### src/common/stpm_map.svh
// offsets, field positions, reset values and function codes for the pad mux
// assumes: included by its bare name from the package and the design files
`ifndef STPM_MAP_SVH
`define STPM_MAP_SVH

// ----------------------------------------
// pad slots
// ----------------------------------------
`define STPM_PAD_COUNT 5
`define STPM_PAD_B2    0
`define STPM_PAD_B3    1
`define STPM_PAD_A0    2
`define STPM_PAD_A4    3
`define STPM_PAD_A5    4

// ----------------------------------------
// function codes
// ----------------------------------------
`define STPM_FUNC_W     2
`define STPM_FUNC_GPIO  2'h0
`define STPM_FUNC_SPI   2'h1
`define STPM_FUNC_TIMER 2'h2
`define STPM_FUNC_PWM   2'h3

// legal function set per pad, one bit per function code
`define STPM_LEGAL_B2   4'h7
`define STPM_LEGAL_B3   4'h7
`define STPM_LEGAL_A0   4'h9
`define STPM_LEGAL_A4   4'h5
`define STPM_LEGAL_A5   4'h5

// ----------------------------------------
// reset values
// ----------------------------------------
`define STPM_RST_FUNC   2'h0
`define STPM_RST_PULL   1'h1
`define STPM_RST_OE_N   1'h1
`define STPM_RST_LEVEL  1'h0

`endif

### src/common/stpm_pkg.sv
// types shared by the pad mux and its pad cells
// assumes: stpm_map.svh is on the include path
package stpm_pkg;
`include "stpm_map.svh"

    // ----------------------------------------
    // pad function selection
    // ----------------------------------------
    typedef enum logic [`STPM_FUNC_W-1:0]
    {
        STPM_FN_GPIO  = `STPM_FUNC_GPIO,
        STPM_FN_SPI   = `STPM_FUNC_SPI,
        STPM_FN_TIMER = `STPM_FUNC_TIMER,
        STPM_FN_PWM   = `STPM_FUNC_PWM
    } stpm_func_t;

endpackage

### src/stpm_pad_cell.sv
// one pad: registered output level, output enable and input sample
// assumes: single core clock, asynchronous active-low reset, pad input synchronous
`include "stpm_map.svh"

module stpm_pad_cell
(
    input  wire logic i_core_clk,
    input  wire logic i_resetn,
    input  wire logic i_next_drive,
    input  wire logic i_next_level,
    input  wire logic i_pad_in,
    output logic      o_pad_out,
    output logic      o_pad_oe_n,
    output logic      o_pull_up_en,
    output logic      o_pad_seen
);
    import stpm_pkg::*;

    // ----------------------------------------
    // pad flops
    // ----------------------------------------
    // reset leaves the pad an input with pull-up on, nothing driven
    always_ff @(posedge i_core_clk or negedge i_resetn)
    begin
        if (!i_resetn)
        begin
            o_pad_oe_n   <= `STPM_RST_OE_N;
            o_pad_out    <= `STPM_RST_LEVEL;
            o_pull_up_en <= `STPM_RST_PULL;
            o_pad_seen   <= `STPM_RST_LEVEL;
        end
        else
        begin
            o_pad_oe_n   <= !i_next_drive;
            o_pad_out    <= i_next_level;
            o_pull_up_en <= !i_next_drive; // pull-up only while listening
            o_pad_seen   <= i_pad_in;
        end
    end
endmodule // stpm_pad_cell

### src/stpm_pin_mux.sv
// pin multiplexer for two port b pads and three port a pads
// assumes: function choices come from the system integration module with a load strobe,
// the spi, timer and pwm engines run on the same core clock, pads are synchronous
`include "stpm_map.svh"

module stpm_pin_mux
#(
    parameter int PAD_COUNT = `STPM_PAD_COUNT
)
(
    input  wire logic                  i_core_clk,
    input  wire logic                  i_resetn,
    // system integration configuration
    input  wire logic                  i_sysint_load,
    input  wire stpm_pkg::stpm_func_t  i_sysint_func_b2,
    input  wire stpm_pkg::stpm_func_t  i_sysint_func_b3,
    input  wire stpm_pkg::stpm_func_t  i_sysint_func_a0,
    input  wire stpm_pkg::stpm_func_t  i_sysint_func_a4,
    input  wire stpm_pkg::stpm_func_t  i_sysint_func_a5,
    output stpm_pkg::stpm_func_t       o_func_b2,
    output stpm_pkg::stpm_func_t       o_func_b3,
    output stpm_pkg::stpm_func_t       o_func_a0,
    output stpm_pkg::stpm_func_t       o_func_a4,
    output stpm_pkg::stpm_func_t       o_func_a5,
    // general-purpose port side, bit order b2 b3 a0 a4 a5
    input  wire logic [PAD_COUNT-1:0]  i_gpio_dir,
    input  wire logic [PAD_COUNT-1:0]  i_gpio_out,
    output logic [PAD_COUNT-1:0]       o_gpio_in,
    // spi engine side
    input  wire logic                  i_spi_master,
    input  wire logic                  i_spi_select_n,
    input  wire logic                  i_spi_miso_data,
    input  wire logic                  i_spi_mosi_data,
    output logic                       o_spi_miso_in,
    output logic                       o_spi_mosi_in,
    // timer engine side
    input  wire logic                  i_timer_channel_two_out,
    input  wire logic                  i_timer_channel_two_drive,
    output logic                       o_timer_channel_two_in,
    input  wire logic                  i_timer_channel_three_out,
    input  wire logic                  i_timer_channel_three_drive,
    output logic                       o_timer_channel_three_in,
    // pwm engine side
    input  wire logic                  i_pulse_output_zero,
    // pads
    input  wire logic                  i_port_b_pad_two_in,
    output logic                       o_port_b_pad_two_out,
    output logic                       o_port_b_pad_two_oe_n,
    output logic                       o_port_b_pad_two_pull_up,
    input  wire logic                  i_port_b_pad_three_in,
    output logic                       o_port_b_pad_three_out,
    output logic                       o_port_b_pad_three_oe_n,
    output logic                       o_port_b_pad_three_pull_up,
    input  wire logic                  i_port_a_pad_zero_in,
    output logic                       o_port_a_pad_zero_out,
    output logic                       o_port_a_pad_zero_oe_n,
    output logic                       o_port_a_pad_zero_pull_up,
    input  wire logic                  i_port_a_pad_four_in,
    output logic                       o_port_a_pad_four_out,
    output logic                       o_port_a_pad_four_oe_n,
    output logic                       o_port_a_pad_four_pull_up,
    input  wire logic                  i_port_a_pad_five_in,
    output logic                       o_port_a_pad_five_out,
    output logic                       o_port_a_pad_five_oe_n,
    output logic                       o_port_a_pad_five_pull_up
);
    import stpm_pkg::*;

    // ----------------------------------------
    // elaboration check
    // ----------------------------------------
    // the pad map is fixed by the package; other counts cannot be served
    if (PAD_COUNT != `STPM_PAD_COUNT)
    begin : g_bad_count
        $error("stpm_pin_mux: PAD_COUNT must equal the fixed pad map");
    end

    // ----------------------------------------
    // declarations
    // ----------------------------------------
    stpm_func_t                 func_q   [PAD_COUNT];
    stpm_func_t                 req_func [PAD_COUNT];
    logic [3:0]                 legal    [PAD_COUNT];
    logic [PAD_COUNT-1:0]       next_drive;
    logic [PAD_COUNT-1:0]       next_level;
    logic [PAD_COUNT-1:0]       pad_in;
    logic [PAD_COUNT-1:0]       pad_out;
    logic [PAD_COUNT-1:0]       pad_oe_n;
    logic [PAD_COUNT-1:0]       pad_pull;
    logic [PAD_COUNT-1:0]       pad_seen;
    logic [PAD_COUNT-1:0]       is_gpio;
    logic                       b2_spi;
    logic                       b2_timer;
    logic                       b3_spi;
    logic                       b3_timer;
    logic                       a0_pwm;
    logic                       a4_timer;
    logic                       a5_timer;
    logic                       slave_selected;

    // ----------------------------------------
    // configuration requests and legal sets
    // ----------------------------------------
    assign req_func[`STPM_PAD_B2] = i_sysint_func_b2;
    assign req_func[`STPM_PAD_B3] = i_sysint_func_b3;
    assign req_func[`STPM_PAD_A0] = i_sysint_func_a0;
    assign req_func[`STPM_PAD_A4] = i_sysint_func_a4;
    assign req_func[`STPM_PAD_A5] = i_sysint_func_a5;
    assign legal[`STPM_PAD_B2]    = `STPM_LEGAL_B2;
    assign legal[`STPM_PAD_B3]    = `STPM_LEGAL_B3;
    assign legal[`STPM_PAD_A0]    = `STPM_LEGAL_A0;
    assign legal[`STPM_PAD_A4]    = `STPM_LEGAL_A4;
    assign legal[`STPM_PAD_A5]    = `STPM_LEGAL_A5;

    // ----------------------------------------
    // per-pad function register and pad cell
    // ----------------------------------------
    // a code the pad cannot carry falls back to general purpose, so a bad
    // write can never leave a pad driven by an engine it is not wired to
    for (genvar p = 0; p < PAD_COUNT; p++)
    begin : g_pad
        stpm_func_t next_func;

        assign next_func  = !i_sysint_load ? func_q[p]
                          : legal[p][req_func[p]] ? req_func[p]
                          : STPM_FN_GPIO;
        assign is_gpio[p] = (func_q[p] == STPM_FN_GPIO);

        always_ff @(posedge i_core_clk or negedge i_resetn)
        begin
            if (!i_resetn)
                func_q[p] <= stpm_func_t'(`STPM_RST_FUNC);
            else
                func_q[p] <= next_func;
        end

        stpm_pad_cell u_cell
        (
            .i_core_clk   (i_core_clk),
            .i_resetn     (i_resetn),
            .i_next_drive (next_drive[p]),
            .i_next_level (next_level[p]),
            .i_pad_in     (pad_in[p]),
            .o_pad_out    (pad_out[p]),
            .o_pad_oe_n   (pad_oe_n[p]),
            .o_pull_up_en (pad_pull[p]),
            .o_pad_seen   (pad_seen[p])
        );
    end

    // ----------------------------------------
    // decoded selections
    // ----------------------------------------
    assign b2_spi         = (func_q[`STPM_PAD_B2] == STPM_FN_SPI);
    assign b2_timer       = (func_q[`STPM_PAD_B2] == STPM_FN_TIMER);
    assign b3_spi         = (func_q[`STPM_PAD_B3] == STPM_FN_SPI);
    assign b3_timer       = (func_q[`STPM_PAD_B3] == STPM_FN_TIMER);
    assign a0_pwm         = (func_q[`STPM_PAD_A0] == STPM_FN_PWM);
    assign a4_timer       = (func_q[`STPM_PAD_A4] == STPM_FN_TIMER);
    assign a5_timer       = (func_q[`STPM_PAD_A5] == STPM_FN_TIMER);
    assign slave_selected = !i_spi_master && !i_spi_select_n;

    // ----------------------------------------
    // drive enables
    // ----------------------------------------
    // data and enable both take one flop, so the engine's half-cycle lead
    // over the sampling edge is kept intact at the pad
    assign next_drive[`STPM_PAD_B2] = is_gpio[`STPM_PAD_B2] ? i_gpio_dir[`STPM_PAD_B2]
                                    : b2_spi   ? slave_selected
                                    : b2_timer && i_timer_channel_two_drive;
    assign next_drive[`STPM_PAD_B3] = is_gpio[`STPM_PAD_B3] ? i_gpio_dir[`STPM_PAD_B3]
                                    : b3_spi   ? i_spi_master
                                    : b3_timer && i_timer_channel_three_drive;
    assign next_drive[`STPM_PAD_A0] = is_gpio[`STPM_PAD_A0] ? i_gpio_dir[`STPM_PAD_A0]
                                    : a0_pwm;
    assign next_drive[`STPM_PAD_A4] = is_gpio[`STPM_PAD_A4] ? i_gpio_dir[`STPM_PAD_A4]
                                    : a4_timer && i_timer_channel_two_drive;
    assign next_drive[`STPM_PAD_A5] = is_gpio[`STPM_PAD_A5] ? i_gpio_dir[`STPM_PAD_A5]
                                    : a5_timer && i_timer_channel_three_drive;

    // ----------------------------------------
    // output levels
    // ----------------------------------------
    assign next_level[`STPM_PAD_B2] = is_gpio[`STPM_PAD_B2] ? i_gpio_out[`STPM_PAD_B2]
                                    : b2_spi ? i_spi_miso_data
                                    : i_timer_channel_two_out;
    assign next_level[`STPM_PAD_B3] = is_gpio[`STPM_PAD_B3] ? i_gpio_out[`STPM_PAD_B3]
                                    : b3_spi ? i_spi_mosi_data
                                    : i_timer_channel_three_out;
    assign next_level[`STPM_PAD_A0] = is_gpio[`STPM_PAD_A0] ? i_gpio_out[`STPM_PAD_A0]
                                    : i_pulse_output_zero;
    assign next_level[`STPM_PAD_A4] = is_gpio[`STPM_PAD_A4] ? i_gpio_out[`STPM_PAD_A4]
                                    : i_timer_channel_two_out;
    assign next_level[`STPM_PAD_A5] = is_gpio[`STPM_PAD_A5] ? i_gpio_out[`STPM_PAD_A5]
                                    : i_timer_channel_three_out;

    // ----------------------------------------
    // inputs back to the engines
    // ----------------------------------------
    // pad b wins when a timer channel is routed to both pads at once
    assign o_gpio_in                = pad_seen;
    assign o_spi_miso_in            = b2_spi && i_spi_master && pad_seen[`STPM_PAD_B2];
    assign o_spi_mosi_in            = b3_spi && !i_spi_master && pad_seen[`STPM_PAD_B3];
    assign o_timer_channel_two_in   = b2_timer ? pad_seen[`STPM_PAD_B2]
                                    : a4_timer && pad_seen[`STPM_PAD_A4];
    assign o_timer_channel_three_in = b3_timer ? pad_seen[`STPM_PAD_B3]
                                    : a5_timer && pad_seen[`STPM_PAD_A5];

    // ----------------------------------------
    // pad and status ports
    // ----------------------------------------
    assign pad_in[`STPM_PAD_B2]       = i_port_b_pad_two_in;
    assign pad_in[`STPM_PAD_B3]       = i_port_b_pad_three_in;
    assign pad_in[`STPM_PAD_A0]       = i_port_a_pad_zero_in;
    assign pad_in[`STPM_PAD_A4]       = i_port_a_pad_four_in;
    assign pad_in[`STPM_PAD_A5]       = i_port_a_pad_five_in;
    assign o_port_b_pad_two_out       = pad_out[`STPM_PAD_B2];
    assign o_port_b_pad_two_oe_n      = pad_oe_n[`STPM_PAD_B2];
    assign o_port_b_pad_two_pull_up   = pad_pull[`STPM_PAD_B2];
    assign o_port_b_pad_three_out     = pad_out[`STPM_PAD_B3];
    assign o_port_b_pad_three_oe_n    = pad_oe_n[`STPM_PAD_B3];
    assign o_port_b_pad_three_pull_up = pad_pull[`STPM_PAD_B3];
    assign o_port_a_pad_zero_out      = pad_out[`STPM_PAD_A0];
    assign o_port_a_pad_zero_oe_n     = pad_oe_n[`STPM_PAD_A0];
    assign o_port_a_pad_zero_pull_up  = pad_pull[`STPM_PAD_A0];
    assign o_port_a_pad_four_out      = pad_out[`STPM_PAD_A4];
    assign o_port_a_pad_four_oe_n     = pad_oe_n[`STPM_PAD_A4];
    assign o_port_a_pad_four_pull_up  = pad_pull[`STPM_PAD_A4];
    assign o_port_a_pad_five_out      = pad_out[`STPM_PAD_A5];
    assign o_port_a_pad_five_oe_n     = pad_oe_n[`STPM_PAD_A5];
    assign o_port_a_pad_five_pull_up  = pad_pull[`STPM_PAD_A5];
    assign o_func_b2                  = func_q[`STPM_PAD_B2];
    assign o_func_b3                  = func_q[`STPM_PAD_B3];
    assign o_func_a0                  = func_q[`STPM_PAD_A0];
    assign o_func_a4                  = func_q[`STPM_PAD_A4];
    assign o_func_a5                  = func_q[`STPM_PAD_A5];
endmodule // stpm_pin_mux

### config.mk
export PLATFORM = sky130hd
export DESIGN_NAME = stpm_pin_mux
export DESIGN_NICKNAME = d
export VERILOG_FILES = /design/src/common/stpm_pkg.sv /design/src/stpm_pad_cell.sv /design/src/stpm_pin_mux.sv
export VERILOG_INCLUDE_DIRS = /design/src /design/src/common
export SDC_FILE = /design/constraint.sdc
export NUM_CORES = 1
export LEC_CHECK = 0
export BUFFER_PORTS_ARGS = -buffer_cell sky130_fd_sc_hd__buf_2
export CAP_MARGIN = 15
export CORE_MARGIN = 3
export CORE_UTILIZATION = 35
export CTS_CLUSTER_DIAMETER = 40
export DETAILED_ROUTE_END_ITERATION = 8
export PLACE_DENSITY_LB_ADDON = 0.3
export REMOVE_ABC_BUFFERS = 1
export SYNTH_ARGS = -nofsm -noshare
export SYNTH_HDL_FRONTEND = slang
export SYNTH_HIERARCHICAL = 1
export SYNTH_SLANG_ARGS = --single-unit
### constraint.sdc
create_clock -name i_core_clk -period 1.2 [get_ports i_core_clk]
set_input_delay 0.06 -clock i_core_clk [delete_from_list [all_inputs] [get_ports i_core_clk]]
set_output_delay 0.06 -clock i_core_clk [all_outputs]
set_load 0.02 [all_outputs]
==> results of run 1 <==
-- routing by layer --
layer  vias up  global-route usage (%)  routed length [um]
li1        490                       -                   -
met1       479                    17.9                 983
met2        35                    29.2                1600
met3         2                    2.34                 177
met4         0                    4.75                  13
met5         -                       0                   0
-- final cells by class --
class	count	area [sq um]	area share, %
Tap cell	31	38.8	2.19
Inverter	13	48.8	2.76
Sequential cell	24	611	34.5
Timing Repair Buffer	101	683	38.6
Multi-Input combinational cell	48	363	20.5
Clock buffer	4	26.3	1.48
-- layout by cell type, fill, tap and decap left out, types with 2 or more instances in the layout --
master / instances
buf_2: 64
dlygate4sd3_1: 22
dfrtp_1: 16
inv_1: 13
o21ai_0: 9
buf_6: 8
nand3b_1: 7
buf_4: 7
mux2i_1: 6
nand2_1: 5
dfstp_2: 5
nor2_1: 4
mux2_2: 3
clkbuf_4: 3
dfrtp_2: 3
nand2b_4: 2
nor2b_1: 2
-- cells in the mapped netlist, types with 3 or more instances --
master	instances	share of area (%)
o21ai_0	9	4.3
dfrtp_1	19	46
nand3b_1	7	5.1
nand2_1	5	1.8
mux2_2	3	3.3
nor2b_1	3	1.8
mux2i_1	6	5.8
buf_4	6	4.3
inv_1	13	4.7
dfstp_2	5	13
nor2_1	5	1.8
-- flip-flops by register name, summed over array words and instances, names as in the netlist --
register and count:
g_pad.u_cell/o_pad_oe_n 5, g_pad.u_cell/o_pad_out 5, g_pad.u_cell/o_pad_seen 5, o_func_a0 1, o_func_a4 2, o_func_a5 2
o_func_b2 2, o_func_b3 2
-- path summary, 6_finish.rpt --
path	startpoint	end	slack, ns
worst max-delay path	o_func_b3[0]	o_timer_channel_three_in	-0.14
worst min-delay path	i_sysint_func_b3[1]	o_func_b3[1]	0.009
worst max register to register	o_func_a5[1]	g_pad[4].u_cell/o_pad_out	0.11
worst min register to register	o_func_a0[0]	g_pad[2].u_cell/o_pad_oe_n	0.57
max in group asynchronous	i_resetn	o_func_b2[1]	0.57
min in group asynchronous	i_resetn	g_pad[4].u_cell/o_pad_out	0.25
-- stage by stage --
stage / hold slack (ns) / setup TNS [ns] / power, mW
after floorplan: -0.236 / -0.111 / 1.16
after CTS: 0.000424 / -0.432 / 1.81
final: 0.00860 / -0.317 / 1.82
after detailed placement: 0.0719 / 0 / 1.36
after global routing: 0.00720 / -0.565 / 1.91
after global placement: 0.0663 / 0 / 1.35
-- power by group --
group	total [mW]	internal (mW)	leakage, nW	switching (mW)
Clock	0.361	0.130	0.0150	0.232
Sequential	0.925	0.885	0.284	0.0402
Combinational	0.532	0.263	0.606	0.269
-- critical path, stage by stage (launching register included) --
cell      delay, ns
dfrtp_1        0.40
nand2b_4       0.15
mux2_4         0.30
buf_6          0.13
-- logic make-up after synthesis --
logic type             share of synthesized area (%)
AOI/OAI and AO/OA                               6.52
and+or+nand+nor                                 14.9
buffers and inverters                           9.54
muxes                                           10.5
DFF                                             58.6
-- repair_timing --
action | CTS | global route
resized for setup | 10 | 13
hold buffers | 22 | 0
endpoints found under the setup margin | 4 | 5
endpoints found under the hold margin | 38 | 0
setup buffers | 6 | 1
pin swaps | 3 | 1
==> impl_metrics.ini, run 1 <==
[worst_setup_path]
crit_arrival_ns = 1.28
startpoint_type = flip-flop
path_max_fanout = 2
rr_worst_depth = 3
crit_type = flip-flop to primary output
endpoint_kind = primary output
cp.required_ns = 1.14

[drt]
drc_errors = 0
first_pass_iters = 4
vias = 1006
drt_wl_total_um = 2770
routedWlPerCell_um = 12.5
drt_iter0_drc = 15
viasPerCell = 4.55
ant_nets = 0

[timing]
final.setup_skew_ns = 0.000562
maxSlewHeadroom_pct = 64.9
fin_crit_sh_pct = 112
fin_ws_ns = -0.139
setup_viol = 3
worstMarginPinSlew_ns = 0.527
period_minus_slack_ns = 1.34
drv_slew = 0
hold_violations = 0
rsz0062_at_grt = yes
max_freq_ghz = 0.747

[clock_tree]
cts.clk_slew.worst_paths_ns = 0.13
cts_tree = yes
cts.path.max_buffers = 2
cts_root_buffer = clkbuf_4
clock_latency_ns = 0.30
cts-buffers-inserted = 3
cts_sinks = 24
htreeDepth = 1

[floorplan]
ios = 71
die_y_um = 60.4
coreArea_sq_um = 2780
fp-row-count = 19
start_util_pct = 37.2
die_x_um = 60.4
dieArea_sq_um = 3650

[outcome]
outcome = finished with violations
violations = negative setup slack

[layout]
drive_gt1_share_pct = 53.2
layoutNonFillerInstCount = 221
post-route-util_pct = 63.7
design_area_sq_um = 1770
nFillCells = 221
area_growth_pct = 70.9
antennaDiodeCount = 0
nNetsFinal = 228

[synth]
netlist_area_sq_um = 1040
ys_async_sr_fraction_pct = 100
synth_edf_count = 0
seq_area_frac_synth_pct = 58.6
syn-mean-instance-area_sq_um = 11.3
ys.flop_type = dfrtp_1
synth_warnings = 6
ys_types = 22
syn_inst = 92
synth_seq_cells = 24

[placed_design]
dp_hpwl_um = 1860
place_congestion = 0.750
postPlaceCellArea_sq_um = 1390
place_ws_ns = 0.127
dpl.cell_count = 188
io_buffers = 70

[global_routing]
grt-ovfl-total = 0
grt_pass1_vias = 1011
antenna_found_initial = 0
grt_max_degree = 25
grt.total_usage_pct = 15.5
grt_pass1_wl_um = 4230

[power_and_ir_drop]
p_per_area_nw_per_um2 = 1030
ir_worst_vdd_mv = 0.727
p_leak_nw = 0.906

[hold_path]
min_path_cells = 3
min_path_type = input pin to flip-flop

[job]
drv_cap = 0
No activity file was read; power rests on OpenSTA's default activity.
==> run 2: changes to the inputs <==
--- a/config.mk
+++ b/config.mk
@@ -6,6 +6,8 @@
 export SDC_FILE = /design/constraint.sdc
 export NUM_CORES = 1
 export LEC_CHECK = 0
+export ABC_AREA = 1
+export ABC_CLOCK_PERIOD_IN_PS = 1200
 export BUFFER_PORTS_ARGS = -buffer_cell sky130_fd_sc_hd__buf_2
 export CAP_MARGIN = 15
 export CORE_MARGIN = 3
==> run 2 against run 1 <==
  * The run ends with negative hold slack, negative setup slack left
  * Power increased by 7.1%
  * Largest power group unchanged
  * Synthesized cell count increased by 28%
  * Clock power increased by 18%
  * First-iteration DRC count increased by 60%
  * Area after synthesis increased by 0.48%
  * Sequential power about the same
  * Fmax increased by 7.0%
  * Core utilization increased by 2.9 points
  * Non-clock buffer count increased by 13
  * Flip-flop and latch count unchanged
==> impl_metrics.ini, run 2 <==
[layout]
nNetsFinal = 266
post-route-util_pct = 66.5
final_common_cell = buf_2
final_cell_mix = buf_2 (66), dlygate4sd3_1 (28), nand2_1 (25), dfrtp_1 (18), buf_4 (16)
area_growth_pct = 79.3
drive_gt1_share_pct = 48.7
reg.largest.list = g_pad.u_cell/o_pad_oe_n (5), g_pad.u_cell/o_pad_out (5), g_pad.u_cell/o_pad_seen (5)
antennaDiodeCount = 0
multi_input_area_sq_um = 348
nFillCells = 235
regArea_sq_um = 608
design_area_sq_um = 1870

[worst_setup_path]
critPathBufInv = 2
crit_type = flip-flop to primary output
path_cells = inv_2 > nand2_1 > nand3_1 > nand2_1 > buf_6
crit_arrival_ns = 1.19
cp_common_cell = nand2_1
cp.required_ns = 1.14
max_stage_delay_ns = 0.44
endpoint_kind = primary output
critPathTopFamily = flip-flops
crit_slowest_cell = dfrtp_1
startpoint_type = flip-flop
path_max_fanout = 3

[clock_tree]
cts_tree = yes
clock_latency_ns = 0.31
cts_sinks = 24
cts.clk_slew.worst_paths_ns = 0.13
cts-buffers-inserted = 3
cts.path.max_buffers = 2
cts_root_buffer = clkbuf_4
htreeDepth = 1

[synth]
seq_area_frac_synth_pct = 58.3
ys_async_sr_fraction_pct = 100
synth_warnings = 6
netlist_area_sq_um = 1040
synth_top_area_cell = dfrtp_1
syn-mean-instance-area_sq_um = 8.82
synth_seq_cells = 24
ys_types = 15
synth_area_leaders = dfrtp_1 (46%), dfstp_2 (13%), nand2_1 (9.4%)
synth_edf_count = 0
synth_top_cell_area_share_pct = 45.7
synth_common_cells = nand2_1 (26), dfrtp_1 (19), nand3_1 (17), inv_1 (16), nor2_1 (13)
ys.flop_type = dfrtp_1
synth_most_common_cell = nand2_1
syn_inst = 118

[floorplan]
coreArea_sq_um = 2810
ios = 71
start_util_pct = 37.1
dieArea_sq_um = 3660
fp-row-count = 19
die_y_um = 60.5
die_x_um = 60.5

[job]
drv_cap = 0

[timing]
maxSlewHeadroom_pct = 65.0
rsz0062_at_grt = yes
final.setup_skew_ns = 0.00219
setup_viol = 3
hold_violations = 1
max_freq_ghz = 0.799
hold_ws_ns = -0.00708
period_minus_slack_ns = 1.25
fin_ws_ns = -0.0516
fin_crit_sh_pct = 104
setup_tns_ns = -0.127
drv_slew = 0
worstMarginPinSlew_ns = 0.526

[drt]
drt_iter0_drc = 24
drt_wl_total_um = 3350
viasPerCell = 4.65
vias = 1205
routedWlPerCell_um = 12.9
drc_errors = 0
first_pass_iters = 4
ant_nets = 0

[power_and_ir_drop]
p_per_area_nw_per_um2 = 1040
ir_worst_vdd_mv = 0.609
p_leak_nw = 1.00

[global_routing]
grt.total_usage_pct = 18.0
grt_pass1_wl_um = 4940
grt_max_degree = 25
grt-ovfl-total = 0
grt_pass1_vias = 1228
antenna_found_initial = 0

[placed_design]
place_congestion = 0.784
postPlaceCellArea_sq_um = 1370
io_buffers = 70
dp_hpwl_um = 1970

[hold_path]
min_path_type = input pin to flip-flop

[outcome]
outcome = finished with violations
violations = negative hold slack, negative setup slack
==> run 2: timing repair <==
action                                  in CTS  in global routing
hold buffers                                31                  0
pin swaps                                    1                  6
hold endpoints to repair                    40                  0
resized for setup                           14                 10
setup buffers                               12                  4
endpoints found under the setup margin       4                  7
==> run 2: stage by stage <==
stage	total power [mW]	std cells	setup slack [ns]
global route	2.05	259	-0.131
detailed placement	1.37	211	0.246
global placement	1.36	211	0.282
CTS	1.93	258	-0.0142
floorplan	1.17	110	0.0331
finish	1.95	259	-0.0516
==> run 2: worst paths after layout <==
| kind | slack [ns] | to | startpoint | depth (start not counted) |
|---|---|---|---|---|
| max | -0.05 | o_timer_channel_three_in | o_func_b3[0] | 5 |
| min | -0.007 | o_func_b3[1] | i_sysint_func_b3[0] | 4 |
| max reg2reg | 0.09 | g_pad[1].u_cell/o_pad_oe_n | o_func_b3[1] | 6 |
| min reg2reg | 0.56 | g_pad[2].u_cell/o_pad_oe_n | o_func_a0[0] | 2 |
| max in group asynchronous | 0.58 | o_func_b2[1] | i_resetn | 2 |
| min in group asynchronous | 0.24 | g_pad[4].u_cell/o_pad_out | i_resetn | 2 |
==> run 2: cell type report <==
cell class	instances	area share, %
Clock buffer	4	1.94
Inverter	16	3.22
Multi-Input combinational cell	70	18.6
Sequential cell	24	32.6
Tap cell	31	2.08
Timing Repair Buffer	114	41.6
==> run 2: worst register-to-register path, cell delays in order (launching register included) <==
cell	delay, ns
dfrtp_1	0.45
buf_4	0.15
buf_4	0.13
nor2_1	0.15
nand2_1	0.07
nand3_1	0.07
inv_1	0.04
==> run 2: kinds of logic after synthesis <==
logic type	count (synthesis)	synth area share, %
DFF	24	58.3
buffers and inverters	24	11.7
and+or+nand+nor	61	25.4
AOI/OAI and AO/OA	9	4.69
==> run 2: report_power, final <==
| part | internal, mW | switching [mW] | leakage [nW] | total, mW |
|---|---|---|---|---|
| combinational | 0.272 | 0.322 | 0.694 | 0.594 |
| clock | 0.185 | 0.242 | 0.0210 | 0.427 |
| sequential | 0.888 | 0.0377 | 0.288 | 0.926 |
| total | 1.35 | 0.602 | 1.00 | 1.95 |
==> run 2: per-layer routing <==
metal	vias to the layer above	GRT usage (%)	part of all wire, %
met5	-	0	0
met4	0	8.36	1.9
met3	6	2.34	5.2
met2	46	33.5	55
met1	572	20.3	38
li1	581	-	-
